===== config.mk =====
export PLATFORM = sky130hd
export DESIGN_NAME = bts_supervisor
export DESIGN_NICKNAME = d
export VERILOG_FILES = /design/src/core/bts_pkg.sv /design/src/core/bts_supervisor.sv /design/src/core/bts_trip_deglitch.sv
export SDC_FILE = /design/constraint.sdc
export NUM_CORES = 1
export LEC_CHECK = 0
export BUFFER_PORTS_ARGS = -buffer_cell sky130_fd_sc_hd__buf_2
export CORE_AREA = 4 4 91 93
export CTS_BUF_LIST = sky130_fd_sc_hd__clkbuf_4
export DETAILED_ROUTE_END_ITERATION = 16
export DIE_AREA = 0 0 95 97
export MAX_ROUTING_LAYER = met4
export PLACE_DENSITY = 0.95
export SYNTH_ARGS = -nofsm -noshare
export SYNTH_HDL_FRONTEND = slang
export SYNTH_SLANG_ARGS = --single-unit

===== constraint.sdc =====
create_clock -name clk -period 2.4 [get_ports clk]
set_input_delay 0.48 -clock clk [delete_from_list [all_inputs] [get_ports clk]]
set_output_delay 0.48 -clock clk [all_outputs]
set_load 0.01 [all_outputs]

===== src/core/bts_pkg.sv =====
// Package of constants and types for the boot and thermal supervisor
package bts_pkg;

  // ****************************************
  // Timing
  // ****************************************
  localparam int CLK_PERIOD_NS = 10;
  localparam int TRIP_DEGLITCH_NS = 1000;
  localparam int TRIP_DEGLITCH_CYC = (TRIP_DEGLITCH_NS + CLK_PERIOD_NS - 1) / CLK_PERIOD_NS;
  localparam int TRIM_SETTLE_NS = 500;
  localparam int TRIM_SETTLE_CYC = (TRIM_SETTLE_NS + CLK_PERIOD_NS - 1) / CLK_PERIOD_NS;
  localparam int PERSIST_NS = 2000;
  localparam int PERSIST_CYC = (PERSIST_NS + CLK_PERIOD_NS - 1) / CLK_PERIOD_NS;
  localparam int CNT_W = 12;

  // ****************************************
  // Address and pin field layout
  // ****************************************
  localparam int ADDR_W = 7;
  localparam int STRAP_W = 2;
  localparam int DBG_W = 2;
  localparam int GPIO_N = 8;
  localparam int PORT_N = 6;
  localparam logic [ADDR_W-1:0] ADDR1_BASE_RST = 7'h20;
  localparam logic [ADDR_W-1:0] ADDR2_BASE_RST = 7'h38;

  // ****************************************
  // General pin modes
  // ****************************************
  typedef enum logic [2:0] {
    BTS_PIN_IN_DIG = 3'b000,
    BTS_PIN_IN_ANA = 3'b001,
    BTS_PIN_PUSH = 3'b010,
    BTS_PIN_WEAK = 3'b011,
    BTS_PIN_ODRAIN = 3'b100
  } bts_pin_mode_t;

  // ****************************************
  // Boot sequence states
  // ****************************************
  typedef enum logic [3:0] {
    BTS_ST_HOLD = 4'b0000,
    BTS_ST_OTP = 4'b0001,
    BTS_ST_REGRST = 4'b0010,
    BTS_ST_TRIM = 4'b0011,
    BTS_ST_SETTLE = 4'b0100,
    BTS_ST_CLK48 = 4'b0101,
    BTS_ST_PERSIST = 4'b0110,
    BTS_ST_ADDR = 4'b0111,
    BTS_ST_DEADBAT = 4'b1000,
    BTS_ST_FINAL = 4'b1001,
    BTS_ST_RUN = 4'b1010
  } bts_state_t;

endpackage


===== src/core/bts_supervisor.sv =====
// Boot sequencer and thermal supervisor of a Type-C power controller
// Functional notes
// - Internal reset held until the 3.3 V regulator supply reports valid.
// - On release, enable core clocks and pulse the reset interrupt, start boot.
// - Boot sequence is fetched from OTP after each power-on reset.
// - Enable/reset registers, load trims, wait settle, then configure addresses.
// - Slave addresses come from OTP, debug control pins and strap resistor.
// - Address pins sampled once at boot, addresses never change afterwards.
// - Limited host interface opens once the addresses are fixed.
// - Dead battery flagged when external 3.3 V invalid and bus supply valid.
// - In dead battery, bus power select pin chooses the power routing.
// - Enable 48 MHz clock, then wait for either supply (bus or external 3.3 V) to persist stable.
// - Final step enables thermal, shutdown, ADC, CRC, GPIO, interrupt controller.
// - Central trip disables all but supervisory logic and halts the core.
// - Central trip release returns the device to normal operation.
// - Power path trip turns off power switches independently.
// - Each trip is deglitched for a fixed time before taking effect.
// - Each trip raises an interrupt to the core.
// - Core and USB 2.0 layer run on 48 MHz in normal operation.
// - 100 kHz clocks timers, and the core in low power.
// - General pins select push-pull, weak, open-drain, digital or analog input.
// - Pull-up and pull-down drive enables separate from the input path.
// - Port node input buffers on for digital monitoring, off for analog.
// - After dead battery path setup, boot continues with remaining stages.
`timescale 1ns/1ps
`default_nettype none
module bts_supervisor (
  // Clock and reset
  input wire logic clk,
  input wire logic srst,
  // Supply monitors (asynchronous levels)
  input wire logic internal3v3Valid,
  input wire logic external3v3Valid,
  input wire logic busSupplyValid,
  // OTP boot interface
  output logic otpFetchReq,
  input wire logic otpFetchDone,
  input wire logic [bts_pkg::ADDR_W-1:0] otpAddr1,
  input wire logic [bts_pkg::ADDR_W-1:0] otpAddr2,
  input wire logic trimLoadDone,
  // Address strap pins (asynchronous levels)
  input wire logic [bts_pkg::DBG_W-1:0] debugControlPins,
  input wire logic [bts_pkg::STRAP_W-1:0] addrStrap,
  input wire logic busPowerPathSelectPin,
  // Thermal trips (asynchronous levels)
  input wire logic centralTripRaw,
  input wire logic powerPathTripRaw,
  // Core and clock control
  output logic coreResetN,
  output logic coreClkEn,
  output logic resetIrq,
  output logic coreHalt,
  output logic clk48En,
  output logic clk100kEn,
  output logic coreOn100k,
  output logic usbPhyClkEn,
  input wire logic lowPowerReq,
  // Boot outputs
  output logic regResetPulse,
  output logic trimLoadReq,
  output logic [bts_pkg::ADDR_W-1:0] i2cAddr1,
  output logic [bts_pkg::ADDR_W-1:0] i2cAddr2,
  output logic hostIfLimitedEn,
  output logic deadBattery,
  output logic busPowerRouteAlt,
  output logic bootDone,
  // Feature enables
  output logic thermalMonEn,
  output logic adcEn,
  output logic crcEn,
  output logic gpioEn,
  output logic intCtrlEn,
  // Thermal results
  output logic functionsOff,
  output logic powerSwitchOff,
  output logic centralTripIrq,
  output logic powerTripIrq,
  // General pin control
  input wire logic [3*bts_pkg::GPIO_N-1:0] gpioModeCfg,
  input wire logic [bts_pkg::GPIO_N-1:0] gpioOutVal,
  input wire logic [bts_pkg::GPIO_N-1:0] gpioPin,
  output logic [bts_pkg::GPIO_N-1:0] gpioPullUpEn,
  output logic [bts_pkg::GPIO_N-1:0] gpioPullDownEn,
  output logic [bts_pkg::GPIO_N-1:0] gpioWeakEn,
  output logic [bts_pkg::GPIO_N-1:0] gpioAnalogSel,
  output logic [bts_pkg::GPIO_N-1:0] gpioDigIn,
  // Port node buffers
  input wire logic [bts_pkg::PORT_N-1:0] portAnalogWanted,
  output logic [bts_pkg::PORT_N-1:0] portNodeBufEn
);
  import bts_pkg::*;

  // ****************************************
  // Input synchronisers
  // ****************************************
  localparam int SYN_W = 4 + DBG_W + STRAP_W + GPIO_N;
  logic [SYN_W-1:0] syn1_q;
  logic [SYN_W-1:0] syn2_q;
  // Trip levels have their own pair below, no gate ahead of the first stage
  wire [SYN_W-1:0] synIn = {internal3v3Valid, external3v3Valid, busSupplyValid, busPowerPathSelectPin,
                            debugControlPins, addrStrap, gpioPin};
  logic [1:0] tsyn1_q;
  logic [1:0] tsyn2_q;

  // Two stages before any logic reads a pin
  always_ff @(posedge clk) begin
    if (srst) begin
      syn1_q <= '0;
      syn2_q <= '0;
      tsyn1_q <= '0;
      tsyn2_q <= '0;
    end else begin
      syn1_q <= synIn;
      syn2_q <= syn1_q;
      tsyn1_q <= {centralTripRaw, powerPathTripRaw};
      tsyn2_q <= tsyn1_q;
    end
  end

  wire int3v3Ok = syn2_q[SYN_W-1];
  wire ext3v3Ok = syn2_q[SYN_W-2];
  wire busOk = syn2_q[SYN_W-3];
  wire busPwrSel = syn2_q[SYN_W-4];
  wire [DBG_W-1:0] dbgSync = syn2_q[DBG_W+STRAP_W+GPIO_N-1:STRAP_W+GPIO_N];
  wire [STRAP_W-1:0] strapSync = syn2_q[STRAP_W+GPIO_N-1:GPIO_N];
  wire [GPIO_N-1:0] gpioSync = syn2_q[GPIO_N-1:0];

  // ****************************************
  // Thermal deglitch
  // ****************************************
  logic centralTrip;
  logic powerTrip;

  bts_trip_deglitch u_central_dg (
    .clk(clk),
    .srst(srst),
    .tripRaw(tsyn2_q[1]),
    .tripOut(centralTrip)
  );
  bts_trip_deglitch u_power_dg (
    .clk(clk),
    .srst(srst),
    .tripRaw(tsyn2_q[0]),
    .tripOut(powerTrip)
  );

  // ****************************************
  // Boot sequencer
  // ****************************************
  bts_state_t state_q;
  bts_state_t state_d;
  logic [CNT_W-1:0] cnt_q;
  logic [CNT_W-1:0] cnt_d;
  logic [ADDR_W-1:0] addr1_q;
  logic [ADDR_W-1:0] addr2_q;
  logic deadBat_q;
  logic busRoute_q;
  logic irq_q;

  // Address derivation shared by both ports
  function automatic logic [ADDR_W-1:0] mix_addr(input logic [ADDR_W-1:0] base,
                                                 input logic [DBG_W-1:0] dbg,
                                                 input logic [STRAP_W-1:0] strap);
    mix_addr = {base[ADDR_W-1:DBG_W+STRAP_W], dbg, strap};
  endfunction

  wire cntHit = cnt_q == CNT_W'(TRIM_SETTLE_CYC - 1);
  wire persistHit = cnt_q == CNT_W'(PERSIST_CYC - 1);
  wire suppliesOk = busOk || ext3v3Ok;

  // strict stage order, one step at a time
  always_comb begin
    state_d = state_q;
    cnt_d = '0;
    case (state_q)
      BTS_ST_HOLD: if (int3v3Ok) state_d = BTS_ST_OTP;
      BTS_ST_OTP: if (otpFetchDone) state_d = BTS_ST_REGRST;
      BTS_ST_REGRST: state_d = BTS_ST_TRIM;
      BTS_ST_TRIM: if (trimLoadDone) state_d = BTS_ST_SETTLE;
      BTS_ST_SETTLE: begin
        cnt_d = cntHit ? '0 : cnt_q + CNT_W'(1);
        if (cntHit) state_d = BTS_ST_CLK48;
      end
      BTS_ST_CLK48: state_d = BTS_ST_PERSIST;
      BTS_ST_PERSIST: begin
        cnt_d = suppliesOk ? cnt_q + CNT_W'(1) : '0;
        if (suppliesOk && persistHit) state_d = BTS_ST_ADDR;
      end
      BTS_ST_ADDR: state_d = BTS_ST_DEADBAT;
      BTS_ST_DEADBAT: state_d = BTS_ST_FINAL;
      BTS_ST_FINAL: state_d = BTS_ST_RUN;
      BTS_ST_RUN: state_d = BTS_ST_RUN;
      default: state_d = BTS_ST_HOLD;
    endcase
    if (!int3v3Ok) state_d = BTS_ST_HOLD;
  end

  // State, counter and sampled boot values
  always_ff @(posedge clk) begin
    if (srst) begin
      state_q <= BTS_ST_HOLD;
      cnt_q <= '0;
      addr1_q <= ADDR1_BASE_RST;
      addr2_q <= ADDR2_BASE_RST;
      deadBat_q <= 1'b0;
      busRoute_q <= 1'b0;
      irq_q <= 1'b0;
    end else begin
      state_q <= state_d;
      cnt_q <= cnt_d;
      irq_q <= state_q == BTS_ST_HOLD && state_d == BTS_ST_OTP;
      if (state_q == BTS_ST_ADDR) begin
        addr1_q <= mix_addr(otpAddr1, dbgSync, strapSync);
        addr2_q <= mix_addr(otpAddr2, dbgSync, strapSync);
      end
      // dead battery check and routing choice
      if (state_q == BTS_ST_DEADBAT) begin
        deadBat_q <= !ext3v3Ok && busOk;
        busRoute_q <= !ext3v3Ok && busOk && busPwrSel;
      end
    end
  end

  wire booting = state_q != BTS_ST_HOLD;
  wire pastAddr = state_q == BTS_ST_DEADBAT || state_q == BTS_ST_FINAL || state_q == BTS_ST_RUN;
  wire running = state_q == BTS_ST_RUN;
  wire clk48On = booting && !(state_q == BTS_ST_OTP || state_q == BTS_ST_REGRST ||
                              state_q == BTS_ST_TRIM || state_q == BTS_ST_SETTLE);

  // ****************************************
  // Outputs
  // ****************************************
  // core reset and clocks
  assign coreResetN = booting;
  assign coreClkEn = booting && !centralTrip;
  assign resetIrq = irq_q;
  assign otpFetchReq = state_q == BTS_ST_OTP;
  assign regResetPulse = state_q == BTS_ST_REGRST;
  assign trimLoadReq = state_q == BTS_ST_TRIM;
  // 48 MHz for core and USB layer
  assign clk48En = clk48On && !centralTrip && !lowPowerReq;
  assign usbPhyClkEn = clk48En;
  // slow clock for timers and low power core
  assign clk100kEn = booting;
  assign coreOn100k = booting && lowPowerReq;
  assign i2cAddr1 = addr1_q;
  assign i2cAddr2 = addr2_q;
  assign hostIfLimitedEn = pastAddr && !centralTrip;
  assign deadBattery = deadBat_q;
  assign busPowerRouteAlt = busRoute_q;
  assign bootDone = running;
  // final stage enables, ADC, CRC and GPIO dropped on central trip
  assign thermalMonEn = running;
  assign adcEn = running && !centralTrip;
  assign crcEn = running && !centralTrip;
  assign gpioEn = running && !centralTrip;
  assign intCtrlEn = running;
  assign functionsOff = centralTrip;
  assign coreHalt = centralTrip;
  assign powerSwitchOff = powerTrip;

  // ****************************************
  // Trip interrupts
  // ****************************************
  logic cTripLast_q;
  logic pTripLast_q;

  // Edge record for interrupt pulses
  always_ff @(posedge clk) begin
    if (srst) begin
      cTripLast_q <= 1'b0;
      pTripLast_q <= 1'b0;
    end else begin
      cTripLast_q <= centralTrip;
      pTripLast_q <= powerTrip;
    end
  end

  assign centralTripIrq = centralTrip && !cTripLast_q;
  assign powerTripIrq = powerTrip && !pTripLast_q;

  // ****************************************
  // General pins and port buffers
  // ****************************************
  // per pin drive and input selection
  genvar g;
  for (g = 0; g < GPIO_N; g++) begin : gpioCtl
    wire [2:0] mode = gpioModeCfg[3*g+2:3*g];
    wire drives = mode == BTS_PIN_PUSH || mode == BTS_PIN_WEAK;
    assign gpioPullUpEn[g] = gpioEn && drives && gpioOutVal[g];
    assign gpioPullDownEn[g] = gpioEn && (drives || mode == BTS_PIN_ODRAIN) && !gpioOutVal[g];
    assign gpioWeakEn[g] = mode == BTS_PIN_WEAK;
    assign gpioAnalogSel[g] = mode == BTS_PIN_IN_ANA;
    assign gpioDigIn[g] = mode != BTS_PIN_IN_ANA && gpioSync[g];
  end

  assign portNodeBufEn = running ? ~portAnalogWanted : '0;

endmodule
`default_nettype wire


===== src/core/bts_trip_deglitch.sv =====
// Deglitch filter for one synchronised thermal trip level
`timescale 1ns/1ps
`default_nettype none
module bts_trip_deglitch (
  // Clock and reset
  input wire logic clk,
  input wire logic srst,
  // Trip level in and filtered level out
  input wire logic tripRaw,
  output logic tripOut
);
  import bts_pkg::*;

  logic [CNT_W-1:0] cnt_q;
  logic [CNT_W-1:0] cnt_d;
  logic out_q;
  logic out_d;
  wire differs = tripRaw != out_q;
  wire expired = cnt_q == CNT_W'(TRIP_DEGLITCH_CYC - 1);

  // Output follows only after the level held the whole window
  assign cnt_d = (!differs || expired) ? '0 : cnt_q + CNT_W'(1);
  assign out_d = (differs && expired) ? tripRaw : out_q;

  // Counter and filtered level
  always_ff @(posedge clk) begin
    if (srst) begin
      cnt_q <= '0;
      out_q <= 1'b0;
    end else begin
      cnt_q <= cnt_d;
      out_q <= out_d;
    end
  end

  assign tripOut = out_q;
endmodule
`default_nettype wire


## Yosys cells after proc, flatten, opt, wreduce, memory -nomap -nowiden

Cells that the tools add are included.

| cells by class | value |
|---|---|
| add/subtract/negate cells | 3 |
| equality and inequality tests | 57 |
| multiplexer cells | 10 |
| bitwise logic cells | 1 |
| reduce and logical (&&, ||, !) cells | 100 |

Operators by type and width:

| kind | count |
|---|---|
| 1-bit logical AND | 55 |
| 3-bit by 2-bit equality test with 1-bit output, second input constant | 16 |
| 4-bit one-hot mux with 10 select lines | 1 |
| 12-bit by 1-bit adder with 12-bit output, second input constant | 3 |
| 12-bit by 7-bit equality test with 1-bit output, second input constant | 2 |
| 3-bit by 1-bit equality test with 1-bit output, second input constant | 8 |
| 3-bit equality test, second input constant | 8 |
| 1-bit logical OR | 24 |
| 12-bit two-way mux | 2 |
| 3-bit by 1-bit inequality test with 1-bit output, second input constant | 8 |
| 12-bit one-hot mux with 2 select lines | 1 |
| 4-bit two-way mux | 5 |
| 4-bit by 3-bit equality test with 1-bit output, second input constant | 4 |
| 1-bit logical NOT | 16 |
| 12-bit by 6-bit equality test with 1-bit output, second input constant | 1 |
| 12-bit by 8-bit equality test with 1-bit output, second input constant | 1 |
| 4-bit equality test, second input constant | 3 |
| 4-bit by 1-bit equality test with 1-bit output, second input constant | 2 |
| 4-bit by 2-bit equality test with 1-bit output, second input constant | 2 |
| 6-bit two-way mux | 1 |
| 6-bit inverter | 1 |
| 2-bit OR reduction | 3 |
| 4-bit logical NOT | 1 |
| 4-bit nonzero test | 1 |
| 1-bit inequality test | 2 |

| word-level totals | value |
|---|---|
| flip-flop bits (word level) | 97 |
| logic and storage cells | 188 |

## Longest topological paths before layout

| depth | value |
|---|---|
| depth in word-level cells | 8 |
| depth in mapped cells | 7 |
| mapped depth without buffers | 6 |

## Hierarchy

A second synthesis with hierarchy kept.

| unflattened totals | value |
|---|---|
| cell total of the unflattened synthesis | 447 |
| area total of the unflattened synthesis | 3996.3 um^2 |

Modules (own cells, without submodules):

| module | times used | cells each | area each (um^2) | sequential area each (um^2) |
|---|---|---|---|---|
| bts_supervisor | 1 | 331 | 2877.8 | 1361.3 |
| bts_trip_deglitch | 2 | 58 | 559.3 | 260.2 |

## Worst setup path after synthesis

Ideal clock, no wire load.

| timing path | value |
|---|---|
| kind | flip-flop to output port |
| from | reg state_q[0] |
| to | out gpioPullUpEn[1] (netlist bit) |
| arrival time | 1438 ps |
| required time | 1920 ps |
| slack | 482 ps |
| cell stages (with the launch flop) | 8 |
| buffers on the path | 2 |
| path through | dfxtp_1 nand2b_1 nand2b_1 clkbuf_1 or2_1 buf_2 inv_2 and3_1 |

| between the ends | value |
|---|---|
| cells in the longest elaborated chain, start to end | 4 |

RTL lines:

| element | line | source |
|---|---|---|
| start: declaration | bts_supervisor.sv:150 | `bts_state_t state_q;` |
| start signal: assignment | bts_supervisor.sv:209 | `state_q <= state_d;` |
| 4-bit equality test | bts_supervisor.sv:226 | `wire running = state_q == BTS_ST_RUN;` |
| 1-bit logical AND | -- |  |
| via adcEn | bts_supervisor.sv:69 | `output logic adcEn,` |
| 1-bit logical AND (2 in a row) | bts_supervisor.sv:290 | `assign gpioPullUpEn[g] = gpioEn && drives && gpioOutVal[g];` |
| end: declaration | bts_supervisor.sv:82 | `output logic [bts_pkg::GPIO_N-1:0] gpioPullUpEn,` |

The timed path passes the listed nets, and every way through them passes these cells.

## Worst setup path after layout

| timing path | value |
|---|---|
| from | reg state_q[0] |
| to | out gpioPullUpEn[2] (netlist bit) |

| between the ends | value |
|---|---|
| cells in the longest elaborated chain, start to end | 4 |

RTL lines:

| element | line | source |
|---|---|---|
| 4-bit equality test | bts_supervisor.sv:226 |  |
| 1-bit logical AND | bts_supervisor.sv:256 | `assign gpioEn = running && !centralTrip;` |
| 1-bit logical AND (2 in a row) | bts_supervisor.sv:290 |  |

Every way passes these cells.

==> impl_metrics.yaml <==
global_route:
  globalRouteOverflowTotal: 0
  grt_max_degree: 44
  grt_pass1_vias: 3388
  grt_pass1_wl_um: 15200
  grt_usage_pct: 21.0
  grt_antenna_before_repair: 0
clocking:
  h-tree-depth: 3
  cts_made_buffers: 9
  clk_transition_reported_paths_ns: 0.15
  postCtsSetupBuffers: 0
  hold_buffers: 0
  cts_buffer_depth: 2
  clk_latency_ns: 0.43
  cts_tree: "built"
  clock_sinks: 94
  clockRootBuffer: "clkbuf_4"
finish:
  synthToLayoutAreaGrowth_pct: 23.7
  fillers: 663
  final_util_pct: 65.4
  diodes: 0
  drive_gt1_share_pct: 30.0
  register_area_mm2: 0.00188
  fin_nets: 680
  multi_input_area_mm2: 0.00196
  finalNonFillerCells: 708
synth:
  synth_area_mm2: 0.00398
  synth_edf_count: 0
  synthArstFlopShare_pct: 0
  synth.distinct_cells: 40
  yosysTopAreaCell: "dfxtp_1"
  seq_area_frac_synth_pct: 47.3
  synth_top_area_share_pct: 47.3
  syn_avg_cell_area_um2: 8.67
  synth_common_cells: "dfxtp_1 (94), nor2_1 (65), nor2b_1 (59), nand2_1 (36), nor3_1 (22)"
  ys.flop_type: "dfxtp_1"
  syn_nets: 538
  synthCells: 459
  synth.area.top_cells: "dfxtp_1 (47%), nor2b_1 (9.3%), nor2_1 (6.1%)"
  yosysMostFrequentCell: "dfxtp_1"
  synth-warning-count: 0
  ys_seq_elements: 94
die:
  io_pins: 159
  die_y_um: 97
  row_count: 32
  die_area_mm2: 0.00922
  die_w_um: 95
  core_mm2: 0.00753
  initial_core_util_pct: 52.8
timing:
  finalCritPeriodShare_pct: 95.1
  fin_skew_ns: 0.0116
  maxSlewHeadroom_pct: 49.8
  fmax_mhz: 438
  worst_pin_slew_ns: 0.750
  hold_viol: 0
  layout_setup_ws_ns: 0.117
  fin_tns_setup_ns: 0
  setup_viol: 0
  fin_crit_ns: 2.28
  drv_slew: 0
critical_path:
  crit_fanout: 11
  crit_chain: "nand2b_4 > nand2b_4 > or2_4 > inv_6 > and3_1 > buf_2"
  cp_slowest_stage_delay_ns: 0.35
  cpMostUsedCell: "nand2b_4"
  cp-end-kind: "output pin"
  crit_type: "reg -> out"
  start_kind: "register"
  worstPathRequired_ns: 1.92
  worst_path_max_delay_cell: "dfxtp_1"
  cp.arrival_ns: 1.80
placement:
  gp_congestion: 0.886
  numPortBuffers: 150
  placedCellCount: 691
  dp.final_hpwl_um: 7070
  detailedPlace.worstSlack_ns: 0.327
detailed_routing:
  remaining_drc_errors: 0
  avgRoutedWirePerCell_um: 13.3
  via_per_inst: 5.03
  vias: 3561
  first_iter_violations: 128
  firstDrtPassIters: 5
  routed_wl_um: 9390
  detail-route-antenna-nets: 0
pwr:
  irDropWorstVdd_mv: 0.469
  leakagePower_uw: 0.00219
  p_per_area_mw_per_mm2: 510
  p_total_uw: 2510
status:
  outcome: "finished clean"
job:
  maxCapViolations: 0
min_path:
  hp-class: "in -> reg"
[cell usage in the layout, fill, tap and decap left out, types with 2 or more instances in the layout]
master,synthesis,routed
a21oi_1,21,21
and2_1,11,11
and3_1,10,10
and4_1,4,4
buf_2,4,150
buf_4,11,7
clkbuf_4,0,9
clkinv_4,0,2
clkinvlp_4,0,2
dfxtp_1,94,93
ha_1,4,4
inv_1,5,5
inv_6,0,2
mux2i_1,4,4
nand2_1,36,36
nand2b_1,6,4
nand2b_4,0,2
nand3_1,14,14
nand3b_1,3,3
nand4_1,7,7
nor2_1,65,65
nor2b_1,59,58
nor3_1,22,22
nor3b_1,10,10
nor4_1,6,5
nor4b_1,2,2
nor4bb_1,2,2
o21ai_0,2,2
or2_2,1,2
or3_1,2,2
xnor2_1,17,17
xor2_1,14,14
[metrics by stage]
step	hold WS, ns	cell area (µm²)
floorplan	0.410	3980
global placement	0.417	4760
detailed placement	0.420	4760
CTS	0.219	4880
global route	0.218	4920
finish	0.250	4920
[layout make-up]
class,count,share of cell area (%)
well taps,102,2.59
inverters,6,0.559
repair buffers,157,16.3
flip-flops and latches,94,38.3
clock inverters,7,1.02
clock buffers,9,1.37
multi-input cells,333,39.9
[where the power goes]
group          switching (µW)  total (µW)  internal, µW  leakage [µW]
Clock                     522         737           215     0.0000599
Combinational            85.4         174          89.0       0.00137
Sequential               8.83        1600          1590      0.000766
[registers in the layout (all words and copies together), names as in the netlist, 2 cells and up]
name / count
cnt_q: 12
syn1_q: 16
state_q: 4
syn2_q: 16
tsyn1_q: 2
u_power_dg.cnt_q: 12
u_central_dg.cnt_q: 12
i2cAddr1: 7
i2cAddr2: 4
tsyn2_q: 2
[worst paths after layout]
path / from / endpoint / slack [ns] / cells after the start
max: state_q[0] / gpioPullUpEn[2] / 0.12 / 6
min reg2reg: syn2_q[8] / i2cAddr1[0] / 0.44 / 2
max reg2reg: u_central_dg.cnt_q[0] / u_central_dg.cnt_q[9] / 0.52 / 5
min: addrStrap[1] / syn1_q[9] / 0.25 / 2
[cell families after synthesis]
group	synth area share, %
simple gates	34.7
flops	47.3
buf+inv	4.28
compound gates	4.59
xor+xnor	6.83
mux	1.01
fa+ha+maj	1.26
[critical path: cells and delay by family (launching register included)]
kind | cells | cell delay (ns)
and+or+nand+nor | 4 | 0.80
DFF | 1 | 0.35
buffers and inverters | 2 | 0.25
[metal layers]
layer / share of wire [%] / vias to the layer above / global-route usage, % / wire [µm]
li1: - / 1816 / - / -
met1: 40 / 1633 / 24.2 / 3760
met2: 54 / 104 / 36.3 / 5030
met3: 5.7 / 8 / 4.35 / 537
met4: 0.58 / 0 / 5.77 / 54
met5: 0 / - / - / 0
[what timing repair did]
item | 4_1_cts | 5_1_grt
pin swaps | 0 | 1
gates cloned | 0 | 1
resized for setup | 2 | 8
setup endpoints to repair | 9 | 16
Note: power is estimated with default switching activity, not from simulation.
